## src/rtl/reset_seq_pkg.sv

```systemverilog
package reset_seq_pkg;

	// Sequencer states
	typedef enum logic [2:0] {
		ST_START = 3'b000,
		ST_POWERUP_DELAY_TIMER = 3'b001,
		ST_OST = 3'b010,
		ST_HOLD = 3'b011,
		ST_RUN = 3'b100,
		ST_SLEEP = 3'b101
	} seq_state_t;

	// Oscillator configuration
	typedef enum logic [1:0] {
		OSC_LOW_POWER = 2'b00,
		OSC_CRYSTAL = 2'b01,
		OSC_HIGH_SPEED = 2'b10,
		OSC_RC = 2'b11
	} osc_mode_t;

	// Register indices; byte address is four times the index
	localparam int ADDR_W = 12;
	localparam logic [9:0] IDX_STATUS = 10'h003;
	localparam logic [9:0] IDX_IRQ_CONTROL = 10'h00b;
	localparam logic [9:0] IDX_OPTION = 10'h081;
	localparam logic [9:0] IDX_DIR_A = 10'h085;
	localparam logic [9:0] IDX_DIR_B = 10'h086;
	localparam logic [9:0] IDX_DIR_C = 10'h087;
	localparam logic [9:0] IDX_POWER_CONTROL = 10'h08e;
	localparam logic [9:0] IDX_EVT_STATUS = 10'h090;
	localparam logic [9:0] IDX_EVT_MASK = 10'h091;
	localparam logic [9:0] IDX_SEQ_VIEW = 10'h092;

	// Field positions and reset values
	localparam int TO_BIT = 4;
	localparam int PD_BIT = 3;
	localparam int POR_FLAG_BIT = 1;
	localparam int GIE_BIT = 7;
	localparam logic [7:0] STATUS_POR = 8'h18;
	localparam logic [7:0] OPTION_RST = 8'hff;
	localparam logic [7:0] DIR8_RST = 8'hff;
	localparam logic [4:0] DIR5_RST = 5'h1f;
	localparam logic [12:0] PC_RESET = 13'h0000;
	localparam logic [12:0] PC_VECTOR = 13'h0004;
	localparam logic [4:0] PC_HIGH_LATCH_RST = 5'h00;

	// Event bits
	localparam int EV_N = 5;
	localparam int EV_POR = 0;
	localparam int EV_MASTER_CLEAR_PIN = 1;
	localparam int EV_WDT_RST = 2;
	localparam int EV_WDT_WAKE = 3;
	localparam int EV_IRQ_WAKE = 4;

	localparam logic [1:0] RESP_OKAY = 2'h0;
	localparam logic [1:0] RESP_SLVERR = 2'h2;

	// Timing
	localparam int CLK_PERIOD_NS = 10;
	localparam int POWERUP_DELAY_TIMER_TIME_MS = 72;
	localparam int POWERUP_DELAY_TIMER_CYCLES = POWERUP_DELAY_TIMER_TIME_MS * 1000000 / CLK_PERIOD_NS;
	localparam int OST_TOSC = 1024;
	localparam int OST_CYCLES = OST_TOSC;
	localparam int CNT_W = 24;

	// Core-facing register view
	typedef struct packed {
		logic [7:0] status;
		logic [7:0] irq_control_reg;
		logic [7:0] option;
		logic [4:0] port_a_direction;
		logic [7:0] port_b_direction;
		logic [7:0] port_c_direction;
		logic [12:0] pc;
		logic [4:0] pc_high_latch;
	} core_regs_t;

endpackage

```

## src/rtl/reset_sequencer.sv

```systemverilog
`timescale 1ns/1ps
// Overview of operation
// - Power-on flag bit 1 is cleared by power-on, written by software, kept by other resets.
// - A zero flag at a later reset means a power-on happened.
// - Crystal modes: 72 ms plus 1024 periods, 1024 alone, 1024 on wake.
// - RC mode: 72 ms only when enabled, no delay otherwise or on wake.
// - Power-on: flag 0, timeout and sleep bits both 1.
// - Watchdog reset clears timeout; watchdog wake clears timeout and sleep.
// - Pin reset keeps bits in run; in sleep sets timeout, clears sleep.
// - Resets load PC 000h; wake-ups continue at PC plus one.
// - Status word takes its documented value for each reset cause.
// - Interrupt wake with global enable runs PC+1, then vector 0004h.
// - Resets clear PC low byte and high latch; wake keeps latch.
// - Interrupt control clears on resets, bit 0 only at power-on; wake only sets.
// - Unimplemented bits read as zero.
// - Device stays in reset while the power-up timer runs.
// - Timeouts run from power-on; pin release then starts at once.
module reset_sequencer
	import reset_seq_pkg::*;
#(
	parameter int POWERUP_DELAY_TIMER_COUNT = reset_seq_pkg::POWERUP_DELAY_TIMER_CYCLES
) (
	input wire logic aclk,
	input wire logic aresetn,
	input wire logic [reset_seq_pkg::ADDR_W-1:0] s_axi_awaddr,
	input wire logic s_axi_awvalid,
	output logic s_axi_awready,
	input wire logic [31:0] s_axi_wdata,
	input wire logic [3:0] s_axi_wstrb,
	input wire logic s_axi_wvalid,
	output logic s_axi_wready,
	output logic [1:0] s_axi_bresp,
	output logic s_axi_bvalid,
	input wire logic s_axi_bready,
	input wire logic [reset_seq_pkg::ADDR_W-1:0] s_axi_araddr,
	input wire logic s_axi_arvalid,
	output logic s_axi_arready,
	output logic [31:0] s_axi_rdata,
	output logic [1:0] s_axi_rresp,
	output logic s_axi_rvalid,
	input wire logic s_axi_rready,
	input wire logic master_clear_pin_n,
	input wire reset_seq_pkg::osc_mode_t osc_mode,
	input wire logic powerup_delay_disable,
	input wire logic watchdog_timeout,
	input wire logic [7:0] irq_wake_flags,
	input wire logic sleep_cmd,
	input wire logic instr_step,
	output logic core_in_reset,
	output reset_seq_pkg::core_regs_t core_regs,
	output logic power_on_seen,
	output logic user_state_undefined,
	output logic irq
);
	import reset_seq_pkg::*;

	typedef struct packed {
		seq_state_t st;
		logic [CNT_W-1:0] cnt;
		logic ost_next;
		logic m1;
		logic m2;
		core_regs_t r;
		logic pflag;
		logic vec_pend;
		logic undef;
		logic [EV_N-1:0] evt;
		logic [EV_N-1:0] mask;
		logic bvalid;
		logic [1:0] bresp;
		logic rvalid;
		logic [1:0] rresp;
		logic [31:0] rdata;
	} state_t;

	state_t s_r;
	state_t s_nxt;
	logic wr_go;
	logic rd_go;
	logic master_clear_pin_hi;
	logic crystal;

	function automatic logic [9:0] reg_index(input logic [ADDR_W-1:0] a);
		return a[11:2];
	endfunction

	// Register values common to every reset
	function automatic core_regs_t reset_regs(input core_regs_t c);
		core_regs_t o;
		o = c;
		o.pc = PC_RESET;
		o.pc_high_latch = PC_HIGH_LATCH_RST;
		o.irq_control_reg = {7'h00, c.irq_control_reg[0]};
		o.option = OPTION_RST;
		o.port_a_direction = DIR5_RST;
		o.port_b_direction = DIR8_RST;
		o.port_c_direction = DIR8_RST;
		o.status[7:5] = 3'h0;
		return o;
	endfunction

	assign wr_go = s_axi_awvalid && s_axi_wvalid && !s_r.bvalid;
	assign rd_go = s_axi_arvalid && !s_r.rvalid;
	assign s_axi_awready = wr_go;
	assign s_axi_wready = wr_go;
	assign s_axi_arready = rd_go;
	assign s_axi_bvalid = s_r.bvalid;
	assign s_axi_bresp = s_r.bresp;
	assign s_axi_rvalid = s_r.rvalid;
	assign s_axi_rresp = s_r.rresp;
	assign s_axi_rdata = s_r.rdata;
	assign master_clear_pin_hi = s_r.m2;
	assign crystal = (osc_mode != OSC_RC);
	assign core_regs = s_r.r;
	assign core_in_reset = (s_r.st != ST_RUN) && (s_r.st != ST_SLEEP);
	assign power_on_seen = !s_r.pflag;
	assign user_state_undefined = s_r.undef;
	assign irq = |(s_r.evt & s_r.mask);

	always_comb begin
		logic [9:0] widx;
		logic [9:0] ridx;
		widx = reg_index(s_axi_awaddr);
		ridx = reg_index(s_axi_araddr);
		s_nxt = s_r;
		s_nxt.m1 = master_clear_pin_n;
		s_nxt.m2 = s_r.m1;
		s_nxt.undef = 1'b0;

		// Register writes
		if (s_r.bvalid && s_axi_bready) begin
			s_nxt.bvalid = 1'b0;
		end
		if (wr_go) begin
			s_nxt.bvalid = 1'b1;
			s_nxt.bresp = RESP_OKAY;
			if (!s_axi_wstrb[0]) begin
				s_nxt.bresp = RESP_OKAY;
			end else if (widx == IDX_STATUS) begin
				s_nxt.r.status[7:5] = s_axi_wdata[7:5];
				s_nxt.r.status[2:0] = s_axi_wdata[2:0];
			end else if (widx == IDX_POWER_CONTROL) begin
				s_nxt.pflag = s_axi_wdata[POR_FLAG_BIT];
			end else if (widx == IDX_IRQ_CONTROL) begin
				s_nxt.r.irq_control_reg = s_axi_wdata[7:0];
			end else if (widx == IDX_OPTION) begin
				s_nxt.r.option = s_axi_wdata[7:0];
			end else if (widx == IDX_DIR_A) begin
				s_nxt.r.port_a_direction = s_axi_wdata[4:0];
			end else if (widx == IDX_DIR_B) begin
				s_nxt.r.port_b_direction = s_axi_wdata[7:0];
			end else if (widx == IDX_DIR_C) begin
				s_nxt.r.port_c_direction = s_axi_wdata[7:0];
			end else if (widx == IDX_EVT_STATUS) begin
				s_nxt.evt = s_r.evt & ~s_axi_wdata[EV_N-1:0];
			end else if (widx == IDX_EVT_MASK) begin
				s_nxt.mask = s_axi_wdata[EV_N-1:0];
			end else begin
				s_nxt.bresp = RESP_SLVERR;
			end
		end

		// Register reads
		if (s_r.rvalid && s_axi_rready) begin
			s_nxt.rvalid = 1'b0;
		end
		if (rd_go) begin
			s_nxt.rvalid = 1'b1;
			s_nxt.rresp = RESP_OKAY;
			s_nxt.rdata = 32'h0000_0000;
			if (ridx == IDX_STATUS) begin
				s_nxt.rdata[7:0] = s_r.r.status;
			end else if (ridx == IDX_POWER_CONTROL) begin
				s_nxt.rdata[POR_FLAG_BIT] = s_r.pflag;
			end else if (ridx == IDX_IRQ_CONTROL) begin
				s_nxt.rdata[7:0] = s_r.r.irq_control_reg;
			end else if (ridx == IDX_OPTION) begin
				s_nxt.rdata[7:0] = s_r.r.option;
			end else if (ridx == IDX_DIR_A) begin
				s_nxt.rdata[4:0] = s_r.r.port_a_direction;
			end else if (ridx == IDX_DIR_B) begin
				s_nxt.rdata[7:0] = s_r.r.port_b_direction;
			end else if (ridx == IDX_DIR_C) begin
				s_nxt.rdata[7:0] = s_r.r.port_c_direction;
			end else if (ridx == IDX_EVT_STATUS) begin
				s_nxt.rdata[EV_N-1:0] = s_r.evt;
			end else if (ridx == IDX_EVT_MASK) begin
				s_nxt.rdata[EV_N-1:0] = s_r.mask;
			end else if (ridx == IDX_SEQ_VIEW) begin
				s_nxt.rdata[20:0] = {s_r.st, s_r.r.pc_high_latch, s_r.r.pc};
			end else begin
				s_nxt.rresp = RESP_SLVERR;
			end
		end

		// Reset and wake sequencing; hardware sets win over software
		case (s_r.st)
			ST_START: begin
				s_nxt.cnt = '0;
				s_nxt.ost_next = crystal;
				if (!powerup_delay_disable) begin
					s_nxt.st = ST_POWERUP_DELAY_TIMER;
				end else if (crystal) begin
					s_nxt.st = ST_OST;
				end else begin
					s_nxt.st = ST_HOLD;
				end
			end
			ST_POWERUP_DELAY_TIMER: begin
				s_nxt.cnt = s_r.cnt + 1'b1;
				if (s_r.cnt == CNT_W'(POWERUP_DELAY_TIMER_COUNT - 1)) begin
					s_nxt.cnt = '0;
					s_nxt.st = s_r.ost_next ? ST_OST : ST_HOLD;
				end
			end
			ST_OST: begin
				s_nxt.cnt = s_r.cnt + 1'b1;
				if (s_r.cnt == CNT_W'(OST_CYCLES - 1)) begin
					s_nxt.cnt = '0;
					s_nxt.st = ST_HOLD;
				end
			end
			ST_HOLD: begin
				if (master_clear_pin_hi) begin
					s_nxt.st = ST_RUN;
				end
			end
			ST_RUN: begin
				if (!master_clear_pin_hi) begin
					s_nxt.r = reset_regs(s_r.r);
					s_nxt.vec_pend = 1'b0;
					s_nxt.evt[EV_MASTER_CLEAR_PIN] = 1'b1;
					s_nxt.st = ST_HOLD;
				end else if (watchdog_timeout) begin
					s_nxt.r = reset_regs(s_r.r);
					s_nxt.r.status[TO_BIT] = 1'b0;
					s_nxt.vec_pend = 1'b0;
					s_nxt.evt[EV_WDT_RST] = 1'b1;
					s_nxt.st = ST_HOLD;
				end else if (sleep_cmd) begin
					s_nxt.r.status[TO_BIT] = 1'b1;
					s_nxt.r.status[PD_BIT] = 1'b0;
					s_nxt.st = ST_SLEEP;
				end else if (instr_step) begin
					if (s_r.vec_pend) begin
						s_nxt.r.pc = PC_VECTOR;
						s_nxt.r.irq_control_reg[GIE_BIT] = 1'b0;
						s_nxt.vec_pend = 1'b0;
					end else begin
						s_nxt.r.pc = s_r.r.pc + 1'b1;
					end
				end
			end
			ST_SLEEP: begin
				if (!master_clear_pin_hi) begin
					s_nxt.r = reset_regs(s_r.r);
					s_nxt.r.status[TO_BIT] = 1'b1;
					s_nxt.r.status[PD_BIT] = 1'b0;
					s_nxt.evt[EV_MASTER_CLEAR_PIN] = 1'b1;
					s_nxt.st = ST_HOLD;
				end else if (watchdog_timeout || (irq_wake_flags != 8'h00)) begin
					s_nxt.r.pc = s_r.r.pc + 1'b1;
					s_nxt.r.status[PD_BIT] = 1'b0;
					s_nxt.cnt = '0;
					s_nxt.st = crystal ? ST_OST : ST_RUN;
					if (watchdog_timeout) begin
						s_nxt.r.status[TO_BIT] = 1'b0;
						s_nxt.evt[EV_WDT_WAKE] = 1'b1;
					end else begin
						s_nxt.r.status[TO_BIT] = 1'b1;
						s_nxt.r.irq_control_reg = s_r.r.irq_control_reg | irq_wake_flags;
						s_nxt.vec_pend = s_r.r.irq_control_reg[GIE_BIT];
						s_nxt.evt[EV_IRQ_WAKE] = 1'b1;
					end
				end
			end
			default: begin
				s_nxt.st = ST_HOLD;
			end
		endcase
	end

	always_ff @(posedge aclk) begin
		if (!aresetn) begin
			s_r <= '0;
			s_r.st <= ST_START;
			s_r.m1 <= 1'b0;
			s_r.m2 <= 1'b0;
			s_r.r.status <= STATUS_POR;
			s_r.r.irq_control_reg <= 8'h00;
			s_r.r.option <= OPTION_RST;
			s_r.r.port_a_direction <= DIR5_RST;
			s_r.r.port_b_direction <= DIR8_RST;
			s_r.r.port_c_direction <= DIR8_RST;
			s_r.r.pc <= PC_RESET;
			s_r.r.pc_high_latch <= PC_HIGH_LATCH_RST;
			s_r.pflag <= 1'b0;
			s_r.undef <= 1'b1;
			s_r.evt <= 5'h01;
		end else begin
			s_r <= s_nxt;
		end
	end

	AST_PFLAG_KEEP: assert property (@(posedge aclk) disable iff (!aresetn)
		$past(aresetn) && $past(s_r.pflag)
		&& !$past(wr_go && reg_index(s_axi_awaddr) == IDX_POWER_CONTROL)
		|-> s_r.pflag)
		else $error("power-on flag lost without a write");

	AST_POR_STATUS: assert property (@(posedge aclk)
		$rose(aresetn) |-> s_r.r.status == STATUS_POR && !s_r.pflag && s_r.st == ST_START)
		else $error("power-on status word wrong");

	AST_OST_LEN: assert property (@(posedge aclk) disable iff (!aresetn)
		s_r.st == ST_OST && s_r.cnt == 24'h0003fe |=> s_r.st == ST_OST ##1 s_r.st == ST_HOLD)
		else $error("oscillator start-up not 1024 cycles");

	AST_RC_NODELAY: assert property (@(posedge aclk) disable iff (!aresetn)
		s_r.st == ST_START && osc_mode == OSC_RC && powerup_delay_disable
		|=> s_r.st == ST_HOLD)
		else $error("RC mode with timer disabled delayed");

	AST_POWERUP_DELAY_TIMER_HOLD: assert property (@(posedge aclk) disable iff (!aresetn)
		s_r.st == ST_POWERUP_DELAY_TIMER |-> core_in_reset ##1 (s_r.st == ST_POWERUP_DELAY_TIMER || s_r.cnt == 24'h000000))
		else $error("core released while power-up timer ran");

	AST_MASTER_CLEAR_PIN_RELEASE: assert property (@(posedge aclk) disable iff (!aresetn)
		s_r.st == ST_HOLD && master_clear_pin_hi |=> s_r.st == ST_RUN && !core_in_reset)
		else $error("pin release did not start execution");

	AST_WDT_RESET: assert property (@(posedge aclk) disable iff (!aresetn)
		s_r.st == ST_RUN && master_clear_pin_hi && watchdog_timeout
		|=> !s_r.r.status[TO_BIT] && s_r.r.status[PD_BIT] == $past(s_r.r.status[PD_BIT])
		&& s_r.r.pc == PC_RESET)
		else $error("watchdog reset status or PC wrong");

	AST_WAKE_PC: assert property (@(posedge aclk) disable iff (!aresetn)
		s_r.st == ST_SLEEP && master_clear_pin_hi && (watchdog_timeout || irq_wake_flags != 8'h00)
		|=> s_r.r.pc == 13'($past(s_r.r.pc) + 1'b1) && !s_r.r.status[PD_BIT]
		&& s_r.r.pc_high_latch == $past(s_r.r.pc_high_latch))
		else $error("wake-up PC or latch wrong");

	AST_MASTER_CLEAR_PIN_SLEEP: assert property (@(posedge aclk) disable iff (!aresetn)
		s_r.st == ST_SLEEP && !master_clear_pin_hi
		|=> s_r.r.status[TO_BIT] && !s_r.r.status[PD_BIT] && s_r.r.option == OPTION_RST)
		else $error("pin reset in sleep status wrong");

	COV_POR_RUN: cover property (@(posedge aclk) disable iff (!aresetn)
		s_r.st == ST_HOLD ##1 s_r.st == ST_RUN);
	COV_WDT_WAKE: cover property (@(posedge aclk) disable iff (!aresetn)
		s_r.st == ST_SLEEP && watchdog_timeout && master_clear_pin_hi);
	COV_VECTOR: cover property (@(posedge aclk) disable iff (!aresetn)
		s_r.vec_pend && instr_step && s_r.st == ST_RUN);
	COV_IRQ: cover property (@(posedge aclk) disable iff (!aresetn) $rose(irq));

endmodule
```

## config.mk

```make
export PLATFORM = sky130hd
export DESIGN_NAME = reset_sequencer
export DESIGN_NICKNAME = d
export VERILOG_FILES = /design/src/rtl/reset_seq_pkg.sv /design/src/rtl/reset_sequencer.sv
export SDC_FILE = /design/constraint.sdc
export NUM_CORES = 1
export LEC_CHECK = 0
export BUFFER_PORTS_ARGS = -buffer_cell sky130_fd_sc_hd__buf_2
export CORE_AREA = 3 3 159 161
export CTS_BUF_LIST = sky130_fd_sc_hd__clkbuf_4
export CTS_CLUSTER_DIAMETER = 150
export CTS_CLUSTER_SIZE = 24
export DETAILED_ROUTE_END_ITERATION = 12
export DIE_AREA = 0 0 162 164
export GPL_ROUTABILITY_DRIVEN = 1
export REMOVE_ABC_BUFFERS = 1
export SYNTH_ARGS = -nofsm -noshare
export SYNTH_HDL_FRONTEND = slang
export SYNTH_SLANG_ARGS = --single-unit
```

## constraint.sdc

```tcl
create_clock -name aclk -period 2.04 [get_ports aclk]
set_input_delay 0.408 -clock aclk [delete_from_list [all_inputs] [get_ports aclk]]
set_output_delay 0.408 -clock aclk [all_outputs]
set_load 0.03 [all_outputs]
```

==> results of run 1 <==
==> sequential cells by signal, summed over array words and instances (netlist names) <==
signal                flops
master_clear_pin_hi       1
s_axi_rdata              17
s_r                      40
s_axi_rresp               1
s_axi_rvalid              1
core_regs                58
s_nxt                     1
user_state_undefined      1
s_axi_bresp               1
s_axi_bvalid              1
==> repair_timing <==
action / 4_1_cts / 5_1_grt
pin swaps: 4 / 7
endpoints found under the setup margin: 25 / 38
hold buffers: 0 / 0
resized for setup: 11 / 30
setup buffers: 3 / 0
==> logic make-up (layout without fill, tap and decap cells) <==
family / after synthesis / in the layout / share of synthesized area
adders and majority gates: 2 / 2 / 0.00351
other: 1 / 21 / 0.000526
AOI/OAI and AO/OA: 155 / 155 / 0.159
DFF: 122 / 122 / 0.343
xor gates and xnor gates: 30 / 30 / 0.0368
and+or+nand+nor: 338 / 338 / 0.242
muxes: 55 / 55 / 0.0777
buffers and inverters: 155 / 288 / 0.138
==> cell usage in the layout (no fill, tap or decap), drive strengths merged, types with 6 or more instances in the layout <==
cell type	count
a211oi	6
a21oi	33
a22oi	7
a2bb2oi	7
a31oi	8
and2	9
and3	13
buf	238
clkbuf	18
conb	18
dfxtp	122
inv	21
mux2i	52
nand2	89
nand2b	10
nand3	42
nand4	17
nor2	90
nor2b	11
nor3	19
nor4	7
o21a	10
o21ai	35
or4	7
xor2	27
==> worst paths after layout <==
kind / slack, ns / from / end
setup / recovery: 0.07 / s_r[43] / irq
hold / removal: 0.06 / osc_mode[1] / s_r[116]
setup reg to reg: 0.11 / s_r[118] / s_r[133]
hold reg to reg: 0.44 / s_nxt[114] / master_clear_pin_hi
==> per-layer routing <==
layer / global-route usage / up-vias / share of wire
li1: - / 3202 / -
met1: 0.218 / 3036 / 0.47
met2: 0.242 / 197 / 0.44
met3: 0.0439 / 34 / 0.066
met4: 0.0589 / 4 / 0.023
met5: 0 / - / 0.00065
==> synth_stat cells, drive strengths merged (3+ instances only) <==
library cell / instances
clkbuf: 24
and4: 5
buf: 113
or4: 7
o211ai: 5
nor3b: 3
a32oi: 4
a2bb2oi: 7
nand3: 42
dfxtp: 122
nand2: 89
nor4: 7
and2: 9
nor3: 19
mux2i: 52
xnor2: 3
inv: 18
nor2b: 11
nand3b: 3
and3: 13
a21oi: 33
nand2b: 10
or3: 5
mux2: 3
nand4: 17
a22oi: 7
o21ai: 35
a21o: 3
o311ai: 4
o31ai: 5
xor2: 27
a211oi: 6
o21a: 10
nor2: 90
a31oi: 8
==> layout make-up <==
type / count / share of cell area
Antenna cell: 3 / 0.000869
Clock buffer: 18 / 0.0156
Clock inverter: 14 / 0.0171
Inverter: 18 / 0.00782
Multi-Input combinational cell: 598 / 0.452
Sequential cell: 122 / 0.284
Tap cell: 324 / 0.0469
Timing Repair Buffer: 238 / 0.175
==> stage by stage <==
stage,utilization,cells,area [µm²],total power [mW],hold WS [ns]
finish,0.358,1335,8640,5.76,0.0648
global route,0.358,1333,8630,6.06,0.0583
CTS,0.352,1332,8490,5.75,0.0238
detailed placement,0.338,1297,8140,3.90,0.420
global placement,0.338,1297,8140,3.89,0.416
floorplan,-,738,6270,3.27,0.412
==> where the power goes <==
part | internal (mW) | switching [mW] | leakage (nW)
Clock | 0.744 | 1.01 | 0.143
Sequential | 2.45 | 0.0738 | 0.991
Combinational | 0.630 | 0.847 | 2.46
==> results_dict.tcl, run 1 <==
set metrics [dict create \
    ys_seq_area_frac 0.343 \
    hp-class "in -> reg" \
    start_util 0.296 \
    drtIter0Drc 407 \
    drtAntennaViolNets 0 \
    synth_area_leaders "dfxtp_1 (34%), buf_4 (11%), mux2i_1 (7.3%), nand2_1 (4.7%), nor2_1 (4.4%)" \
    synthesis.area_um2 7130 \
    cts_max_path_buffers 2 \
    ios 190 \
    die_area_um2 26600 \
    rsz0062_at_grt "yes" \
    worstRegToRegCells 10 \
    fin_crit_sh 0.968 \
    numClockSinks 122 \
    status "finished, final reports clean" \
    rows 57 \
    start_kind "register" \
    final.setup.worst_slack_ns 0.0652 \
    synthArstFlopShare 0 \
    path_delay_family "flip-flops" \
    setup_viol 0 \
    die_w_um 162 \
    grt_max_degree 39 \
    routedWlPerCell_um 16.1 \
    cts-root-buf "clkbuf_4" \
    drive_gt1_frac 0.325 \
    seq_area_um2 2450 \
    multi_input_area_um2 3900 \
    cp.depth 3 \
    ys.flop_type "dfxtp_1" \
    maxCapViolations 0 \
    tns_ns 0 \
    synth_top_area_frac 0.343 \
    cellPowerDensity_nw_per_um2 667 \
    clk_pin_slew_ns 0.12 \
    fill_cells 2556 \
    critPathMaxFanout 3 \
    slowest_stage "dfxtp_2" \
    worst-path-buf-inv 1 \
    path_cells "a222oi_1 -> nand2_1 -> buf_6" \
    grt_pass1_vias 5942 \
    core-area_um2 24100 \
    drtPass1Iterations 6 \
    grt_usage 0.160 \
    cts_tree "built" \
    synth_edf_count 0 \
    maxSlewViolCount 0 \
    ys_ff_latch 122 \
    area_growth_pct 21.1 \
    drc 0 \
    worst_slew_pin_slew_ns 0.582 \
    place_hpwl_um 16600 \
    worst_clock_skew_ns 0.0270 \
    period_needed_ns 1.97 \
    insertion_delay_ns 0.55 \
    crit_type "reg -> out" \
    grt_overflow_total 0 \
    maxSlewHeadroom 0.612 \
    ys_types 76 \
    p_leak_nw 3.60 \
    via_count 6473 \
    post-place-ws_ns -0.230 \
    synth_top_area_cell "dfxtp_1" \
    chipHeight_um 164 \
    cp.required_ns 1.63 \
    ir_drop_v 0.000295 \
    ctsHtreeMaxLevel 4 \
    yosys_warnings 0 \
    critPathMaxStageDelay_ns 0.35 \
    hold_violations 0 \
    critPathArrivalTime_ns 1.57 \
    drt-vias-per-instance 4.85 \
    layout.nets 1079 \
    numCtsBuffers 17 \
    port_buffers 140 \
    end_kind "primary output" \
    fmax_ghz 0.506 \
    place_congestion 0.869 \
    syn-mean-instance-area_um2 8.31 \
    antenna_found_initial 3 \
    grt_pass1_wl_um 33200 \
    wl_um 21500 \
    min_path_cells 2 \
    syn_inst 858 \
]
Power figures use the tool's default switching activity.
==> run 2, diff against run 1 <==
==> constraint.sdc (replaced) <==
create_clock -name aclk -period 2.04 [get_ports aclk]
set_input_delay 0.408 -clock aclk [delete_from_list [all_inputs] [get_ports aclk]]
set_output_delay 0.408 -clock aclk [all_outputs]
set_load 0.05 [all_outputs]
==> run 2 against run 1 <==
  * Register-to-register slack barely moved
  * Sequential share of layout area fell by 0.16 points
  * Fmax barely moved
  * Sequential power barely moved
  * Routed wire length rose by 1.2%
  * Largest cell class unchanged
==> results_dict.tcl, run 2 (same netlist as run 1, synthesis figures left out) <==
set metrics [dict create \
    hold_start "osc_mode[1]" \
    mostFrequentLayoutCell "buf_2" \
    worstRegToRegCells 8 \
    r2r-end "s_r[141]" \
    maxSlewHeadroom 0.587 \
    ios 190 \
    wl_um 21700 \
    slowest_stage "dfxtp_2" \
    drtIter0Drc 374 \
    die_area_um2 26600 \
    grt_max_degree 39 \
    place_hpwl_um 16800 \
    drt-vias-per-instance 4.89 \
    timing.rr.start "s_r[118]" \
    rsz0062_at_grt "yes" \
    grt_pass1_wl_um 33100 \
    place_congestion 0.888 \
    ctsHtreeMaxLevel 4 \
    drive_gt1_frac 0.319 \
    period_needed_ns 1.97 \
    rows 57 \
    drc 0 \
    layout_common_cells "buf_2 (137), dfxtp_1 (117), buf_4 (92)" \
    min_path_cells 2 \
    cp.required_ns 1.63 \
    cts_tree "built" \
    worst-path-buf-inv 1 \
    start_kind "register" \
    post-route-cell-area_um2 8660 \
    setup_viol 0 \
    routedWlPerCell_um 16.3 \
    path_cells "a222oi_1 -> nand2_1 -> buf_6" \
    dr_wl_met2_um 9860 \
    port_buffers 140 \
    largest_reg_flops 58 \
    hp-class "in -> reg" \
    top_layer_used "met5" \
    holdPathEnd "s_r[116]" \
    worst_slew_pin_slew_ns 0.620 \
    grt_overflow_total 0 \
    ir_drop_v 0.000311 \
    cts-root-buf "clkbuf_4" \
    r2r_slack_ns 0.12 \
    start_util 0.296 \
    critPathMaxStageDelay_ns 0.36 \
    insertion_delay_ns 0.55 \
    tns_ns 0 \
    wl_met3_um 1620 \
    critPathMaxFanout 2 \
    drt-met1-wl_um 9880 \
    numClockSinks 122 \
    drtAntennaViolNets 0 \
    fin_crit_sh 0.967 \
    crit_type "reg -> out" \
    p_leak_nw 3.62 \
    grt_pass1_vias 5902 \
    final_util 0.359 \
    hold_violations 0 \
    via_count 6537 \
    area_growth_pct 21.5 \
    grt_usage 0.159 \
    end_kind "primary output" \
    worst_clock_skew_ns 0.0223 \
    fmax_ghz 0.507 \
    maxCapViolations 0 \
    drtPass1Iterations 5 \
    chipHeight_um 164 \
    path_delay_family "flip-flops" \
    antenna_found_initial 7 \
    place_area_um2 8130 \
    clk_pin_slew_ns 0.13 \
    cellPowerDensity_nw_per_um2 701 \
    status "finished, final reports clean" \
    critPathArrivalTime_ns 1.57 \
    layout.nets 1079 \
    cts_max_path_buffers 2 \
    core-area_um2 24100 \
    die_w_um 162 \
    maxSlewViolCount 0 \
    numCtsBuffers 17 \
]
[run 2: worst register-to-register path, cell delays in order, from the launching register on]
cell and delay (ns):
dfxtp_2 0.35, ha_2 0.17, and4_1 0.21, buf_4 0.14, nand2_4 0.07, o311ai_4 0.30
buf_4 0.18, o21bai_1 0.05, a211oi_1 0.33
[run 2: layer usage]
| metal | global-route usage | up-vias |
|---|---|---|
| met5 | 0 | - |
| met4 | 0.0458 | 6 |
| met3 | 0.0477 | 27 |
| met2 | 0.249 | 207 |
| met1 | 0.212 | 3080 |
| li1 | - | 3217 |
[run 2: how the worst max path moves through the flow]
stage	slack (ns)	from	end	depth (start not counted)
global route	-0.05	s_r[43]	irq	3
finish	0.07	s_r[43]	irq	3
global placement	-0.24	irq_wake_flags[4]	s_r[139]	7
detailed placement	-0.22	irq_wake_flags[4]	core_regs[42]	7
CTS	-0.01	s_r[43]	irq	3
floorplan	-0.34	s_axi_rvalid	s_axi_rdata[0]	6
[run 2: stage by stage]
stage	worst slack (ns)	total power [mW]	instances	hold WS, ns
detailed placement	-0.223	3.96	1295	0.420
global route	-0.0528	6.36	1334	0.0496
finish	0.0669	6.07	1336	0.0822
CTS	-0.0129	6.05	1330	0.0326
floorplan	-0.338	3.34	738	0.412
global placement	-0.243	3.95	1295	0.417
[run 2: power by group]
part	internal (mW)	total [mW]	leakage [nW]	switching, mW
Combinational	0.624	1.56	2.46	0.931
Clock	0.975	1.99	0.168	1.02
Sequential	2.45	2.52	0.989	0.0704
Total	4.05	6.07	3.62	2.02
[run 2: what timing repair did]
item | 4_1_cts | 5_1_grt
pin swaps | 4 | 2
setup buffers | 4 | 1
hold buffers | 0 | 0
resized for setup | 17 | 19
setup endpoints to repair | 31 | 40
[run 2: area by class of cell]
type / instances / area [µm²]
tap: 324 / 405
fill: 2539 / 15400
antenna: 5 / 12.5
timing repair buffer: 238 / 1530
clock inverter: 14 / 198
sequential: 122 / 2450
clock buffer: 17 / 128
inverter: 18 / 67.6
multi-input combinational: 598 / 3880
==> run 3, diff against run 2 <==
clock period = 1.6 ns   (was 2.04 ns; I/O delays follow)
==> run 3 against run 2 <==
  * The run now ends with negative setup slack left
  * Clock power is 9% higher
  * Final cell count is 8.8% higher
  * Power is 42% higher
  * Via count is 9.9% higher
  * Sequential power is 28% higher
  * Sequential share of layout area is 4.6 points lower
  * Critical path depth stayed put
  * Critical endpoint unchanged
==> results_dict.tcl, run 3 (same netlist as run 1, synthesis figures left out) <==
set metrics [dict create \
    multi_input_area_um2 4540 \
    ctsHtreeMaxLevel 4 \
    port_buffers 140 \
    drtIter0Drc 514 \
    area_growth_pct 49.4 \
    place_area_um2 8660 \
    power.switching_mw 3.16 \
    p_clk_frac 0.250 \
    p_seq_frac 0.373 \
    r2r_slack_ns -0.31 \
    comb_power_share 0.377 \
    seq_area_um2 2520 \
    end_kind "primary output" \
    routedWlPerCell_um 17.1 \
    die_w_um 162 \
    stdcell_count 1453 \
    cts-root-buf "clkbuf_4" \
    start_kind "register" \
    wl_um 24900 \
    start_util 0.296 \
    final_util 0.442 \
    hp-class "in -> reg" \
    post-route-cell-area_um2 10700 \
    numClockSinks 122 \
    maxSlewViolCount 0 \
    dp_cells 1364 \
    period_needed_ns 1.92 \
    switching_share 0.365 \
    grt_pass1_vias 6742 \
    drtPass1Iterations 7 \
    mostFrequentLayoutCell "buf_4" \
    insertion_delay_ns 0.58 \
    drtAntennaViolNets 0 \
    fin_hold_ws_ns 0.0574 \
    worst_clock_skew_ns 0.0196 \
    chipHeight_um 164 \
    rsz0062_at_grt "yes" \
    worstRegToRegCells 8 \
    grt_usage 0.176 \
    grt_overflow_total 0 \
    cp.required_ns 1.28 \
    crit_end "irq" \
    violations "negative setup slack" \
    core-area_um2 24100 \
    hold_violations 0 \
    finalPower_mw 8.65 \
    r2r-end "s_r[124]" \
    timing.rr.start "s_r[140]" \
    fill_cells 2333 \
    post-place-ws_ns -0.651 \
    crit_start "s_r[38]" \
    fmax_ghz 0.522 \
    critPathMaxFanout 2 \
    layout.nets 1198 \
    place_congestion 0.875 \
    via_count 7186 \
    layout_common_cells "buf_4 (213), buf_2 (71), dfxtp_1 (70)" \
    cts_tree "built" \
    clk_pin_slew_ns 0.13 \
    tns_ns -14.27 \
    place_hpwl_um 17700 \
    ir_drop_v 0.000420 \
    drt-vias-per-instance 4.95 \
    numCtsBuffers 17 \
    cts_max_path_buffers 2 \
    critPathArrivalTime_ns 1.60 \
    drc 0 \
    final.setup.worst_slack_ns -0.316 \
    grt_max_degree 20 \
    fin_crit_sh 1.20 \
    rows 57 \
    crit_type "reg -> out" \
    drive_gt1_frac 0.523 \
    cellPowerDensity_nw_per_um2 812 \
    antenna_found_initial 3 \
    p_leak_nw 4.49 \
    status "finished, violations left" \
    ios 190 \
    grt_pass1_wl_um 36600 \
    setup_viol 87 \
    maxCapViolations 0 \
    die_area_um2 26600 \
    intPower_mw 5.49 \
    largest_reg_flops 58 \
]
run 3: worst min path at each step:
stage	start	to	slack, ns	cells after the start
floorplan	aresetn	core_regs[58]	0.38	1
global placement	s_nxt[114]	master_clear_pin_hi	0.42	1
detailed placement	s_nxt[114]	master_clear_pin_hi	0.42	1
CTS	s_axi_wdata[5]	core_regs[60]	0.02	3
global route	s_axi_wdata[7]	core_regs[62]	0.04	3
finish	s_axi_wdata[5]	core_regs[60]	0.06	3
run 3: per-layer routing:
layer,track usage,wire [µm]
met1,0.234,11000
met2,0.284,11600
met3,0.0431,1750
met4,0.0492,512
met5,0,13
run 3: power groups by stage:
stage	sequential, mW	clock [mW]	combinational [mW]
after floorplan	3.42	0	0.836
final	3.23	2.16	3.26
after global routing	3.24	2.33	3.45
after CTS	3.23	2.22	2.78
after detailed placement	3.29	0	1.99
after global placement	3.29	0	1.97
run 3: cell type report:
class,count,share of cell area
clock buffer,17,0.0120
antenna,2,0.000470
multi-input combinational,599,0.426
inverter,18,0.00799
timing repair buffer,356,0.266
clock inverter,15,0.0134
sequential,122,0.236
tap,324,0.0381
run 3: repair_timing:
item | 4_1_cts | 5_1_grt
hold endpoints to repair | 4 | 0
resized for setup | 195 | 188
pin swaps | 38 | 65
setup buffers | 33 | 22
cloned | 5 | 1
hold buffers | 5 | 0
setup endpoints to repair | 143 | 134
run 3: critical path, cell delays in order, from the launching register on:
cell and delay, ns:
dfxtp_2 0.34, a222oi_1 0.32, nand2_1 0.17, buf_6 0.19
